**src/rtl/fcl_pkg.sv**
```systemverilog
// Shared constants and types for the fully-closed loop supervision block.
// Assumes a single 100 MHz clock domain and an AXI4-Lite register master.
package fcl_pkg;

    // ---------------------------------------------------------------
    // Register byte offsets
    // ---------------------------------------------------------------
    localparam logic [7:0] OFF_ERROR_LEVEL = 8'h00;
    localparam logic [7:0] OFF_MULTIPLIER = 8'h04;
    localparam logic [7:0] OFF_MON_ONE = 8'h08;
    localparam logic [7:0] OFF_MON_TWO = 8'h0C;
    localparam logic [7:0] OFF_SPEED_SEL = 8'h10;
    localparam logic [7:0] OFF_EXT_USAGE = 8'h14;
    localparam logic [7:0] OFF_STATUS = 8'h18;
    localparam logic [7:0] OFF_MASK = 8'h1C;
    localparam logic [7:0] OFF_DEVIATION = 8'h20;
    localparam logic [7:0] OFF_ACTIVE = 8'h24;

    // ---------------------------------------------------------------
    // Reset values and limits
    // ---------------------------------------------------------------
    localparam logic [31:0] ERROR_LEVEL_RESET = 32'h0000_03E8;
    localparam logic [31:0] ERROR_LEVEL_MAX = 32'h4000_0000;
    localparam logic [7:0] MULTIPLIER_RESET = 8'h14;
    localparam logic [7:0] MULTIPLIER_MAX = 8'h64;
    localparam logic [15:0] SELECT_RESET = 16'h0000;
    localparam logic [1:0] STATUS_RESET = 2'h0;

    // ---------------------------------------------------------------
    // Field positions and codes
    // ---------------------------------------------------------------
    localparam int DIGIT_HI = 15;
    localparam int DIGIT_LO = 12;
    localparam logic [7:0] MON_CODE_DEVIATION = 8'h07;
    localparam logic [3:0] USAGE_NONE = 4'h0;
    localparam logic [3:0] USAGE_FORWARD = 4'h1;
    localparam logic [3:0] USAGE_REVERSE = 4'h3;
    localparam logic [3:0] SPEED_SRC_EXTERNAL = 4'h1;
    localparam int ST_OVERFLOW = 0;
    localparam int ST_CARRY_DONE = 1;
    localparam int STATUS_BITS = 2;

    // ---------------------------------------------------------------
    // Arithmetic and bus answers
    // ---------------------------------------------------------------
    localparam int PROD_W = 40;
    localparam logic [PROD_W-1:0] PERCENT_DIVISOR = 40'h00_0000_0064;
    localparam logic [7:0] PERCENT_FULL = 8'h64;
    localparam logic [15:0] MON_POS_SAT = 16'h7FFF;
    localparam logic [15:0] MON_NEG_SAT = 16'h8000;
    localparam logic [1:0] RESP_OKAY = 2'h0;
    localparam logic [1:0] RESP_SLVERR = 2'h2;

    typedef struct packed {
        logic signed [31:0] motor_pos;
        logic signed [31:0] load_pos;
        logic signed [31:0] motor_speed;
        logic signed [31:0] ext_speed;
    } feedback_t;

    typedef enum logic [1:0] {
        CARRY_IDLE,
        CARRY_DIVIDE,
        CARRY_APPLY
    } carry_state_t;

endpackage : fcl_pkg

```
**src/rtl/percent_divider.sv**
```systemverilog
// Restoring divider that divides a product by the percent divisor.
// Assumes start is a pulse taken only while done is high (idle).
`timescale 1ns/1ps
module percent_divider
(
    input wire logic aclk,
    input wire logic aresetn,
    input wire logic ce,
    input wire logic start,
    input wire logic [fcl_pkg::PROD_W-1:0] dividend,
    output logic [fcl_pkg::PROD_W-1:0] quotient,
    output logic done
);
    import fcl_pkg::*;

    logic [PROD_W-1:0] rem;
    logic [5:0] count;
    logic [PROD_W:0] trial;

    always_comb
    begin
        trial = {rem, quotient[PROD_W-1]} - {1'b0, PERCENT_DIVISOR};
    end

    // ---------------------------------------------------------------
    // One quotient bit per cycle
    // ---------------------------------------------------------------
    always_ff @(posedge aclk)
    begin
        if (!aresetn)
        begin
            rem <= '0;
            quotient <= '0;
            count <= '0;
            done <= 1'b1;
        end
        else if (ce)
        begin
            if (start && done)
            begin
                rem <= '0;
                quotient <= dividend;
                count <= 6'(PROD_W);
                done <= 1'b0;
            end
            else if (!done)
            begin
                if (!trial[PROD_W])
                begin
                    rem <= trial[PROD_W-1:0];
                    quotient <= {quotient[PROD_W-2:0], 1'b1};
                end
                else
                begin
                    rem <= {rem[PROD_W-2:0], quotient[PROD_W-1]};
                    quotient <= {quotient[PROD_W-2:0], 1'b0};
                end
                count <= count - 6'h01;
                done <= (count == 6'h01);
            end
        end
    end

endmodule : percent_divider

```
**src/rtl/fcl_supervisor.sv**
```systemverilog
// Fully-closed loop supervision: motor/load deviation, alarm, monitors.
// Assumes synchronous feedback inputs and an AXI4-Lite master on aclk.
//
// Design decisions made here: the AXI4-Lite register port and the register addresses.
`timescale 1ns/1ps
module fcl_supervisor
(
    input wire logic aclk,
    input wire logic aresetn,
    input wire logic ce,
    input wire logic [31:0] s_axi_awaddr,
    input wire logic s_axi_awvalid,
    output logic s_axi_awready,
    input wire logic [31:0] s_axi_wdata,
    input wire logic [3:0] s_axi_wstrb,
    input wire logic s_axi_wvalid,
    output logic s_axi_wready,
    output logic [1:0] s_axi_bresp,
    output logic s_axi_bvalid,
    input wire logic s_axi_bready,
    input wire logic [31:0] s_axi_araddr,
    input wire logic s_axi_arvalid,
    output logic s_axi_arready,
    output logic [31:0] s_axi_rdata,
    output logic [1:0] s_axi_rresp,
    output logic s_axi_rvalid,
    input wire logic s_axi_rready,
    input wire fcl_pkg::feedback_t feedback,
    input wire logic position_cycle,
    input wire logic rotation_start,
    input wire logic restart,
    output logic signed [31:0] speed_feedback,
    output logic signed [15:0] monitor_one,
    output logic signed [15:0] monitor_two,
    output logic motor_load_error_overflow_alarm,
    output logic irq
);
    import fcl_pkg::*;

    // ---------------------------------------------------------------
    // Declarations
    // ---------------------------------------------------------------
    logic [31:0] motor_load_error_level;
    logic [7:0] rotation_deviation_multiplier;
    logic [15:0] analog_monitor_one_select;
    logic [15:0] analog_monitor_two_select;
    logic [15:0] speed_feedback_source_select;
    logic [15:0] external_encoder_usage;
    logic [3:0] active_usage;
    logic [3:0] active_speed_src;
    logic [STATUS_BITS-1:0] status;
    logic [STATUS_BITS-1:0] mask;
    logic [STATUS_BITS-1:0] status_set;
    logic [STATUS_BITS-1:0] status_clr;
    logic aw_held;
    logic w_held;
    logic [7:0] wr_addr;
    logic [31:0] wr_data;
    logic [3:0] wr_strb;
    logic wr_fire;
    logic wr_hit;
    logic rd_hit;
    logic [31:0] rd_value;
    logic ext_used;
    logic signed [31:0] load_eff;
    logic signed [31:0] raw_dev;
    logic signed [31:0] deviation;
    logic signed [31:0] deviation_q;
    logic signed [31:0] carry_offset;
    logic signed [31:0] raw_at_start;
    logic signed [31:0] carried;
    logic [31:0] dev_mag;
    logic carry_neg;
    logic [PROD_W-1:0] product;
    logic [PROD_W-1:0] quotient;
    logic div_start;
    logic div_done;
    logic [31:0] next_level;
    logic [31:0] next_mult;
    logic signed [15:0] mon_value;
    carry_state_t carry_state;

    function automatic logic [31:0] merge
    (
        input logic [31:0] old,
        input logic [31:0] data,
        input logic [3:0] strb
    );
        logic [31:0] res;
        res = old;
        for (int i = 0; i < 4; i++)
        begin
            if (strb[i])
            begin
                res[i*8 +: 8] = data[i*8 +: 8];
            end
        end
        return res;
    endfunction : merge

    // ---------------------------------------------------------------
    // Write channel
    // ---------------------------------------------------------------
    assign s_axi_awready = ce && !aw_held && !s_axi_bvalid;
    assign s_axi_wready = ce && !w_held && !s_axi_bvalid;
    assign wr_fire = ce && aw_held && w_held && !s_axi_bvalid;

    always_comb
    begin
        unique case (wr_addr)
            OFF_ERROR_LEVEL, OFF_MULTIPLIER, OFF_MON_ONE, OFF_MON_TWO,
            OFF_SPEED_SEL, OFF_EXT_USAGE, OFF_STATUS, OFF_MASK:
                wr_hit = 1'b1;
            default:
                wr_hit = 1'b0;
        endcase
    end

    always_ff @(posedge aclk)
    begin
        if (!aresetn)
        begin
            aw_held <= 1'b0;
            w_held <= 1'b0;
            wr_addr <= '0;
            wr_data <= '0;
            wr_strb <= '0;
            s_axi_bvalid <= 1'b0;
            s_axi_bresp <= RESP_OKAY;
        end
        else if (ce)
        begin
            if (s_axi_awvalid && s_axi_awready)
            begin
                aw_held <= 1'b1;
                wr_addr <= {s_axi_awaddr[7:2], 2'b00};
            end
            if (s_axi_wvalid && s_axi_wready)
            begin
                w_held <= 1'b1;
                wr_data <= s_axi_wdata;
                wr_strb <= s_axi_wstrb;
            end
            if (wr_fire)
            begin
                aw_held <= 1'b0;
                w_held <= 1'b0;
                s_axi_bvalid <= 1'b1;
                s_axi_bresp <= wr_hit ? RESP_OKAY : RESP_SLVERR;
            end
            else if (s_axi_bvalid && s_axi_bready)
            begin
                s_axi_bvalid <= 1'b0;
            end
        end
    end

    // ---------------------------------------------------------------
    // Setting registers
    // ---------------------------------------------------------------
    always_comb
    begin
        next_level = merge(motor_load_error_level, wr_data, wr_strb);
        next_mult = merge({24'h0, rotation_deviation_multiplier}, wr_data,
            wr_strb);
    end

    always_ff @(posedge aclk)
    begin
        if (!aresetn)
        begin
            motor_load_error_level <= ERROR_LEVEL_RESET;
            rotation_deviation_multiplier <= MULTIPLIER_RESET;
            analog_monitor_one_select <= SELECT_RESET;
            analog_monitor_two_select <= SELECT_RESET;
            speed_feedback_source_select <= SELECT_RESET;
            external_encoder_usage <= SELECT_RESET;
            mask <= '0;
        end
        else if (ce && wr_fire)
        begin
            unique case (wr_addr)
                OFF_ERROR_LEVEL:
                    motor_load_error_level <= (next_level > ERROR_LEVEL_MAX)
                        ? ERROR_LEVEL_MAX : next_level;
                OFF_MULTIPLIER:
                    rotation_deviation_multiplier <=
                        (next_mult > {24'h0, MULTIPLIER_MAX})
                        ? MULTIPLIER_MAX : next_mult[7:0];
                OFF_MON_ONE:
                    analog_monitor_one_select <= 16'(merge(
                        {16'h0, analog_monitor_one_select}, wr_data, wr_strb));
                OFF_MON_TWO:
                    analog_monitor_two_select <= 16'(merge(
                        {16'h0, analog_monitor_two_select}, wr_data, wr_strb));
                OFF_SPEED_SEL:
                    speed_feedback_source_select <= 16'(merge(
                        {16'h0, speed_feedback_source_select}, wr_data,
                        wr_strb));
                OFF_EXT_USAGE:
                    external_encoder_usage <= 16'(merge(
                        {16'h0, external_encoder_usage}, wr_data, wr_strb));
                OFF_MASK:
                    mask <= STATUS_BITS'(merge({30'h0, mask}, wr_data,
                        wr_strb));
                default:
                    ;
            endcase
        end
    end

    // ---------------------------------------------------------------
    // Settings taken at restart
    // ---------------------------------------------------------------
    always_ff @(posedge aclk)
    begin
        if (!aresetn)
        begin
            active_usage <= USAGE_NONE;
            active_speed_src <= '0;
        end
        else if (ce && restart)
        begin
            active_usage <= external_encoder_usage[DIGIT_HI:DIGIT_LO];
            active_speed_src <=
                speed_feedback_source_select[DIGIT_HI:DIGIT_LO];
        end
    end

    assign ext_used = (active_usage == USAGE_FORWARD)
        || (active_usage == USAGE_REVERSE);
    assign load_eff = (active_usage == USAGE_REVERSE)
        ? -feedback.load_pos : feedback.load_pos;

    assign speed_feedback = ext_used && active_speed_src == SPEED_SRC_EXTERNAL
        ? feedback.ext_speed : feedback.motor_speed;

    // ---------------------------------------------------------------
    // Deviation and per-rotation carry
    // ---------------------------------------------------------------
    assign raw_dev = feedback.motor_pos - load_eff;
    assign deviation = raw_dev - carry_offset;
    assign dev_mag = deviation[31] ? 32'(-deviation) : 32'(deviation);
    assign product = PROD_W'(dev_mag) * PROD_W'(PERCENT_FULL
        - rotation_deviation_multiplier);
    assign div_start = (carry_state == CARRY_IDLE) && rotation_start
        && (rotation_deviation_multiplier != '0);
    assign carried = carry_neg ? -32'(quotient) : 32'(quotient);

    percent_divider u_divider
    (
        .aclk(aclk),
        .aresetn(aresetn),
        .ce(ce),
        .start(div_start),
        .dividend(product),
        .quotient(quotient),
        .done(div_done)
    );

    always_ff @(posedge aclk)
    begin
        if (!aresetn)
        begin
            carry_state <= CARRY_IDLE;
            carry_offset <= '0;
            raw_at_start <= '0;
            carry_neg <= 1'b0;
        end
        else if (ce)
        begin
            unique case (carry_state)
                CARRY_IDLE:
                    if (rotation_start)
                    begin
                        if (rotation_deviation_multiplier == '0)
                        begin
                            carry_offset <= '0;
                        end
                        else
                        begin
                            raw_at_start <= raw_dev;
                            carry_neg <= deviation[31];
                            carry_state <= CARRY_DIVIDE;
                        end
                    end
                CARRY_DIVIDE:
                    if (div_done)
                    begin
                        carry_state <= CARRY_APPLY;
                    end
                CARRY_APPLY:
                begin
                    carry_offset <= raw_at_start - carried;
                    carry_state <= CARRY_IDLE;
                end
            endcase
        end
    end

    // ---------------------------------------------------------------
    // Alarm check and status
    // ---------------------------------------------------------------
    always_comb
    begin
        status_set = '0;
        status_set[ST_OVERFLOW] = position_cycle
            && (motor_load_error_level != '0)
            && (dev_mag > motor_load_error_level);
        status_set[ST_CARRY_DONE] = (carry_state == CARRY_APPLY)
            || (carry_state == CARRY_IDLE && rotation_start
            && rotation_deviation_multiplier == '0);
        status_clr = '0;
        if (wr_fire && wr_addr == OFF_STATUS && wr_strb[0])
        begin
            status_clr = wr_data[STATUS_BITS-1:0];
        end
    end

    always_ff @(posedge aclk)
    begin
        if (!aresetn)
        begin
            status <= STATUS_RESET;
            deviation_q <= '0;
        end
        else if (ce)
        begin
            status <= (status & ~status_clr) | status_set;
            if (position_cycle)
            begin
                deviation_q <= deviation;
            end
        end
    end

    assign motor_load_error_overflow_alarm = status[ST_OVERFLOW];
    assign irq = |(status & mask);

    // ---------------------------------------------------------------
    // Analog monitors
    // ---------------------------------------------------------------
    always_comb
    begin
        if (deviation_q > 32'sd32767)
        begin
            mon_value = MON_POS_SAT;
        end
        else if (deviation_q < -32'sd32768)
        begin
            mon_value = MON_NEG_SAT;
        end
        else
        begin
            mon_value = deviation_q[15:0];
        end
    end

    always_ff @(posedge aclk)
    begin
        if (!aresetn)
        begin
            monitor_one <= '0;
            monitor_two <= '0;
        end
        else if (ce)
        begin
            monitor_one <= (analog_monitor_one_select[7:0]
                == MON_CODE_DEVIATION) ? mon_value : '0;
            monitor_two <= (analog_monitor_two_select[7:0]
                == MON_CODE_DEVIATION) ? mon_value : '0;
        end
    end

    // ---------------------------------------------------------------
    // Read channel
    // ---------------------------------------------------------------
    assign s_axi_arready = ce && !s_axi_rvalid;

    always_comb
    begin
        rd_hit = 1'b1;
        unique case ({s_axi_araddr[7:2], 2'b00})
            OFF_ERROR_LEVEL: rd_value = motor_load_error_level;
            OFF_MULTIPLIER: rd_value = {24'h0, rotation_deviation_multiplier};
            OFF_MON_ONE: rd_value = {16'h0, analog_monitor_one_select};
            OFF_MON_TWO: rd_value = {16'h0, analog_monitor_two_select};
            OFF_SPEED_SEL: rd_value = {16'h0, speed_feedback_source_select};
            OFF_EXT_USAGE: rd_value = {16'h0, external_encoder_usage};
            OFF_STATUS: rd_value = {30'h0, status};
            OFF_MASK: rd_value = {30'h0, mask};
            OFF_DEVIATION: rd_value = deviation_q;
            OFF_ACTIVE: rd_value = {24'h0, active_speed_src, active_usage};
            default:
            begin
                rd_value = '0;
                rd_hit = 1'b0;
            end
        endcase
    end

    always_ff @(posedge aclk)
    begin
        if (!aresetn)
        begin
            s_axi_rvalid <= 1'b0;
            s_axi_rdata <= '0;
            s_axi_rresp <= RESP_OKAY;
        end
        else if (ce)
        begin
            if (s_axi_arvalid && s_axi_arready)
            begin
                s_axi_rvalid <= 1'b1;
                s_axi_rdata <= rd_value;
                s_axi_rresp <= rd_hit ? RESP_OKAY : RESP_SLVERR;
            end
            else if (s_axi_rvalid && s_axi_rready)
            begin
                s_axi_rvalid <= 1'b0;
            end
        end
    end

endmodule : fcl_supervisor

```
**config.mk**
```make
export PLATFORM = sky130hd
export DESIGN_NAME = fcl_supervisor
export DESIGN_NICKNAME = d
export VERILOG_FILES = /design/src/rtl/fcl_pkg.sv /design/src/rtl/percent_divider.sv /design/src/rtl/fcl_supervisor.sv
export SDC_FILE = /design/constraint.sdc
export NUM_CORES = 2
export LEC_CHECK = 0
export BUFFER_PORTS_ARGS = -buffer_cell sky130_fd_sc_hd__buf_2
export CELL_PAD_IN_SITES_DETAIL_PLACEMENT = 1
export CELL_PAD_IN_SITES_GLOBAL_PLACEMENT = 1
export CORE_ASPECT_RATIO = 1.25
export CORE_MARGIN = 2
export CORE_UTILIZATION = 47
export CTS_BUF_LIST = sky130_fd_sc_hd__clkbuf_8
export CTS_CLUSTER_SIZE = 16
export DETAILED_ROUTE_END_ITERATION = 10
export PLACE_DENSITY_LB_ADDON = 0.08
export SLEW_MARGIN = 5
export SYNTH_ARGS = -nofsm -noshare
export SYNTH_HDL_FRONTEND = slang
export SYNTH_SLANG_ARGS = --single-unit
```
**constraint.sdc**
```tcl
create_clock -name aclk -period 17.9 [get_ports aclk]
set_input_delay 3.58 -clock aclk [delete_from_list [all_inputs] [get_ports aclk]]
set_output_delay 3.58 -clock aclk [all_outputs]
set_load 0.1 [all_outputs]
```
---- After elaboration in Yosys (flattened, before gate mapping) ----
Memory sizes are Yosys's and may differ from the RTL's. A register that Yosys moved wholly into a read port is not among the register bits.
Index checks and enable logic that the tools add are counted.
W data, S select, Z words.
operators by class
  divide/modulo/power cells ............... 0
  mux-type cells .......................... 51
  $add $sub $neg .......................... 9
  multiply operators ...................... 1
  bitwise operators ....................... 5
  equality and inequality tests ........... 29
  reductions and logical operators ........ 68
  order comparisons ....................... 5
  shift operators ......................... 0
operators by type and width
  cell                     number
  $pmux W32 S10            1
  $mux W32                 7
  $mux W40                 5
  $neg A32 Y32             3
  $sub A32 B32 Y32         3
  $mux W8                  9
  $mux W16                 4
  $pmux W32 S2             1
  $eq A6 B3 Y1 const B     8
  $sub A41 B7 Y41 const B  1
  $mul A33 B9 Y40          1
  $gt A32 B16 Y1 const B   1
  $gt A32 B31 Y1 const B   1
  $gt A32 B32 Y1           1
  $gt A32 B7 Y1 const B    1
  $lt A32 B16 Y1 const B   1
  $reduce_bool A32 Y1      1
  $reduce_and A3 Y1        9
  $eq A6 B2 Y1 const B     4
  $logic_and A1 B1 Y1      24
  $reduce_and A2 Y1        12
  $eq A6 B1 Y1 const B     3
  $eq A8 B3 Y1 const B     2
  $logic_not A8 Y1         2
  other kinds (28)         63
storage, ports and cells
  logic and storage cells ................. 204
  bits in registers ....................... 416
  memories ................................ 1
  bits in latches ......................... 0
  output and inout port bits .............. 107
  bits in writable memories ............... 0
  bits of input ports ..................... 239
  memory bits (read-only) ................. 32
memory list
  memory            words  bits a word  rd ports  clocked after memory_dff  write ports  line                   text
  (name not given)  32     1            1         1                         0            fcl_supervisor.sv:110  unique case (wr_addr)

---- Longest topological paths before layout ----
  depth in word-level cells ............... 9
  depth in mapped cells ................... 54
  mapped depth without buffers ............ 51

---- Cells and area by module ----
Synthesis repeated with hierarchy kept, for this count alone.
unflattened totals
  cells, all modules ...................... 4402
  area total of the unflattened synthesis .. 34723.3 sq um
by module, submodules not included
  module           instances  cells each  sequential area each (sq um)  area each (sq um)
  fcl_supervisor   1          3830        6546.3                        30187.7
  percent_divider  1          572         1741.7                        4535.6

---- Worst setup path before layout ----
No wires, ideal clock.
  path kind ............................... input to register
  start ................................... input port feedback[66] (netlist name)
  end ..................................... register u_divider.quotient[36] (netlist name)
  setup time .............................. 0.131 ns
  path buffers ............................ 3
  arrival ................................. 14.675 ns
  setup slack ............................. 3.094 ns
  data required time ...................... 17.769 ns
  cell stages on the path ................. 48
  path through ............................ or4_4 > nand3b_4 > o31ai_1 > xor2_1 > ha_1 > clkbuf_1 > a21o_1 > a21oi_1 > o21ai_0 > nand2_1 > nand4_1 > a41oi_1 > o21ai_0 > a21oi_1 > xnor2_1 > ha_1 > clkbuf_1 > a21o_1 > [... 12 more ...] > fa_1 > inv_1 > fa_1 > inv_1 > fa_1 > fa_1 > inv_1 > ha_1 > inv_1 > o21ai_0 > a2111oi_0 > o21ai_0 > a221oi_1 > o21ai_0 > a311o_1 > a31oi_1 > xor2_1 > o22ai_1
between the ends
  longest elaborated chain between the ends .. 8
ends and longest elaborated chain
  item                    line                   text
  start: declaration      fcl_supervisor.sv:28   input wire fcl_pkg::feedback_t feedback,
  $neg A32 Y32            fcl_supervisor.sv:233  ? -feedback.load_pos : feedback.load_pos;
  $mux W32 *              fcl_supervisor.sv:233
  $sub A32 B32 Y32 *      fcl_supervisor.sv:241  assign raw_dev = feedback.motor_pos - load_eff;
  named net raw_dev[24]   fcl_supervisor.sv:66   logic signed [31:0] raw_dev;
  $sub A32 B32 Y32 *      fcl_supervisor.sv:242  assign deviation = raw_dev - carry_offset;
  $neg A32 Y32            fcl_supervisor.sv:243  assign dev_mag = deviation[31] ? 32'(-deviation) : 32'(deviation);
  $mux W32 *              fcl_supervisor.sv:243
  $mul A33 B9 Y40 *       fcl_supervisor.sv:244  assign product = PROD_W'(dev_mag) * PROD_W'(PERCENT_FULL
  $mux W40 *              percent_divider.sv:39  if (start && done)
  end signal: assignment  percent_divider.sv:42  quotient <= dividend;
  end signal: assignment  percent_divider.sv:51  quotient <= {quotient[PROD_W-2:0], 1'b1};
  end signal: assignment  percent_divider.sv:56  quotient <= {quotient[PROD_W-2:0], 1'b0};
  end: declaration        percent_divider.sv:11  output logic [fcl_pkg::PROD_W-1:0] quotient,
The timed path passes the listed nets; every way through them passes the cells marked *.
A chain may end at the register's enable or synchronous reset.

---- Worst setup path after layout ----
  start ................................... input port feedback[65] (netlist name)
  end ..................................... register u_divider.quotient[36] (netlist name)
Same word-level chain as after synthesis.

==> results.py <==
metrics = {
    "worst_setup_path": {
        "regToRegSetupSlack_ns": 2.79,
        "cp.required_ns": 18.44,
        "r2r_cells": 49,
        "path_buf_inv": 8,
        "crit_top_cell": "inv_1",
        "worstSetupEndpointType": "register",
        "slowest_delay_ns": 0.72,
        "crit_type": "in2reg",
        "path_max_fanout": 11,
        "critical_path.top_delay_family": "compound AO/OA/AOI/OAI gates",
        "crit_path_top_delay_cell": "o31ai_1",
        "rr_startpoint": "active_usage[0]",
        "critical_path_arrival_ns": 17.29,
        "reg2reg_to": "u_divider.quotient[36]",
        "startpoint_type": "primary input",
    },
    "yosys": {
        "synth_enable_flop_cells": 0,
        "netlist.area_leader.share_pct": 24.2,
        "async_flop_share_pct": 0,
        "syn_inst": 4278,
        "post_synth_num_cell_types": 89,
        "synth_warnings": 0,
        "ys_ff_latch": 414,
        "synth_area_um2": 34200,
        "yosysSeqAreaShare_pct": 24.2,
        "yosys.area.top_type": "dfxtp_1",
        "syn_area_per_cell_um2": 8.00,
        "ys.flop_type": "dfxtp_1",
        "synth_area_leaders": "dfxtp_1 24%, fa_1 13%, ha_1 8.3%",
    },
    "clocking": {
        "cts_tree": "built",
        "cts_sinks": 414,
        "cts_setup_buffers": 0,
        "ctsHoldBuffers": 0,
        "cts_buffers": 75,
        "cts-resized-gates": 0,
        "clk_pin_slew_worst_paths_ns": 0.05,
        "cts.path.max_buffers": 3,
        "root_buffer": "clkbuf_8",
        "h-tree-depth": 3,
        "worstSkewPairLatency_ns": 0.71,
    },
    "power_and_ir_drop": {
        "p_leak_nw": 16.5,
        "powerDensity_nw_per_um2": 183,
        "p_switching_w": 0.00356,
        "power.share.switching_pct": 51.0,
        "combPwrFrac_pct": 71.5,
        "peakVddDrop_mv": 0.177,
        "seqPwrFrac_pct": 15.3,
        "p_int_w": 0.00341,
        "clockPowerShare_pct": 13.2,
    },
    "timing": {
        "fin_crit_ns": 16.75,
        "worst_pin_slew_ns": 1.21,
        "min_period_over_period_pct": 93.6,
        "grt_setup_unrepaired": "false",
        "finalHoldViolations": 0,
        "fmax_mhz": 59.7,
        "setup_violations": 0,
        "final_max_slew_viol_count": 0,
        "worst_clock_skew_ns": 0.0631,
        "relSlewSlack_pct": 18.7,
        "timing.setup.tns_ns": 0,
    },
    "hold_path": {
        "hold_start": "carry_offset[2]",
        "holdPathStages": 2,
        "hold_end": "carry_offset[2]",
        "min_path_type": "reg2reg",
    },
    "job": {
        "drv_cap": 0,
    },
    "route": {
        "drcViolationCount": 0,
        "drtIter0Drc": 1844,
        "vias_per_cell": 5.91,
        "firstDrtPassIters": 9,
        "vias": 32500,
        "wl_per_cell_um": 22.6,
        "ant_nets": 0,
        "routed_wl_um": 125000,
    },
    "place": {
        "port_buffers": 291,
        "gp_congestion": 0.899,
        "dp_hpwl_um": 96400,
        "place_inst": 5378,
    },
    "die": {
        "start_util_pct": 47.5,
        "die_w_um": 245,
        "io_pins": 346,
        "fp-row-count": 110,
        "chipHeight_um": 306,
        "coreArea_um2": 72000,
        "die-area_um2": 75000,
    },
    "finish": {
        "layout_common_cells": "550 x nor2_1, 474 x nand2_1, 414 x dfxtp_1",
        "instances_no_fill": 5510,
        "fin_nets": 5184,
        "drive_above_1_share_pct": 12.6,
        "layout_commonest_cell": "nor2_1",
        "syn2layout_area_growth_pct": 11.5,
    },
    "global_route": {
        "grt_pass1_vias": 34000,
        "antenna_found_initial": 2,
        "grt_max_degree": 175,
        "grt.overflow.total": 0,
        "grt_usage_pct": 32.9,
        "grt_pass1_wl_um": 194000,
    },
    "outcome": {
        "status": "finished clean",
    },
}
[synthesized netlist by cell type, drive strengths merged, types with 23 or more instances]
library cell    n
or3            35
mux2i          81
a31oi          49
nand2b         36
o21a           48
nand3         100
buf            30
nor2b          40
and3           30
nor4           38
clkbuf        184
fa            214
and2           31
xor2          110
a21o           67
xnor2         119
nand4          31
ha            228
dfxtp         414
nor2          552
a211oi         36
o21ai         158
nand2         474
a22oi          91
mux2           44
inv           324
a21oi         357
nor3           67
or4            23
[metal layers]
layer	track usage (%)	routed length, um
met5	0	0
met4	17.2	6900
met3	4.10	5450
met2	58.2	61900
met1	38.8	50300
[power by group through the flow]
stage	Clock [W]	Combinational [W]	Sequential [W]
after floorplan	0	0.00349	0.00106
after global placement	0	0.00478	0.00108
after detailed placement	0	0.00488	0.00108
after CTS	0.000943	0.00497	0.00106
after global routing	0.000982	0.00554	0.00107
final	0.000923	0.00498	0.00107
[tightest hold or removal path, delay by kind of cell (launching register included)]
kind / cells / cell delay, ns
flip-flops: 1 / 0.30
AND/OR/NAND/NOR: 1 / 0.05
AO/OA/AOI/OAI: 1 / 0.05
[metrics by stage]
stage               utilization [%]  setup slack [ns]  hold slack, ns  total power [W]  area (um2)
finish                         53.0              1.15           0.456          0.00697       38100
global route                   53.0             0.270           0.484          0.00759       38100
CTS                            53.0              1.32           0.453          0.00697       38100
detailed placement             50.9             0.768           0.446          0.00597       36600
global placement               50.9             0.979           0.441          0.00587       36600
floorplan                         -              3.09           0.432          0.00454       34200
[sequential cells by signal, summed over array words and instances, names as in the netlist, 32 cells and up]
name	cells
carry_offset	32
raw_at_start	32
u_divider.quotient	40
deviation_q	32
wr_data	32
u_divider.rem	40
s_axi_rdata	32
motor_load_error_level	32
[kinds of logic after synthesis]
family | count (synthesis) | synth area share, %
compound gates | 1017 | 19.1
xor+xnor | 229 | 5.88
fa+ha+maj | 442 | 20.9
buf+inv | 538 | 6.02
flops | 414 | 24.2
mux | 126 | 3.88
other cells | 1 | 0.0110
simple gates | 1511 | 20.0
[cell type report]
type                       instances  area (um2)
clock buffer                      92        1270
tap                              952        1190
fill                            8977       33900
timing repair buffer             361        1990
inverter                         324        1220
multi-input combinational       3327       23900
sequential                       414        8290
antenna                            1        2.50
clock inverter                    39         243
[worst max-delay path by stage]
stage	start	endpoint	slack, ns	depth (start not counted)
floorplan	feedback[66]	u_divider.quotient[36]	3.09	48
global placement	feedback[65]	u_divider.quotient[36]	0.98	45
detailed placement	feedback[65]	u_divider.quotient[39]	0.77	45
CTS	feedback[65]	u_divider.quotient[39]	1.32	45
global route	feedback[65]	u_divider.quotient[39]	0.27	49
finish	feedback[65]	u_divider.quotient[36]	1.15	45
(Power assumes the default switching activity.)
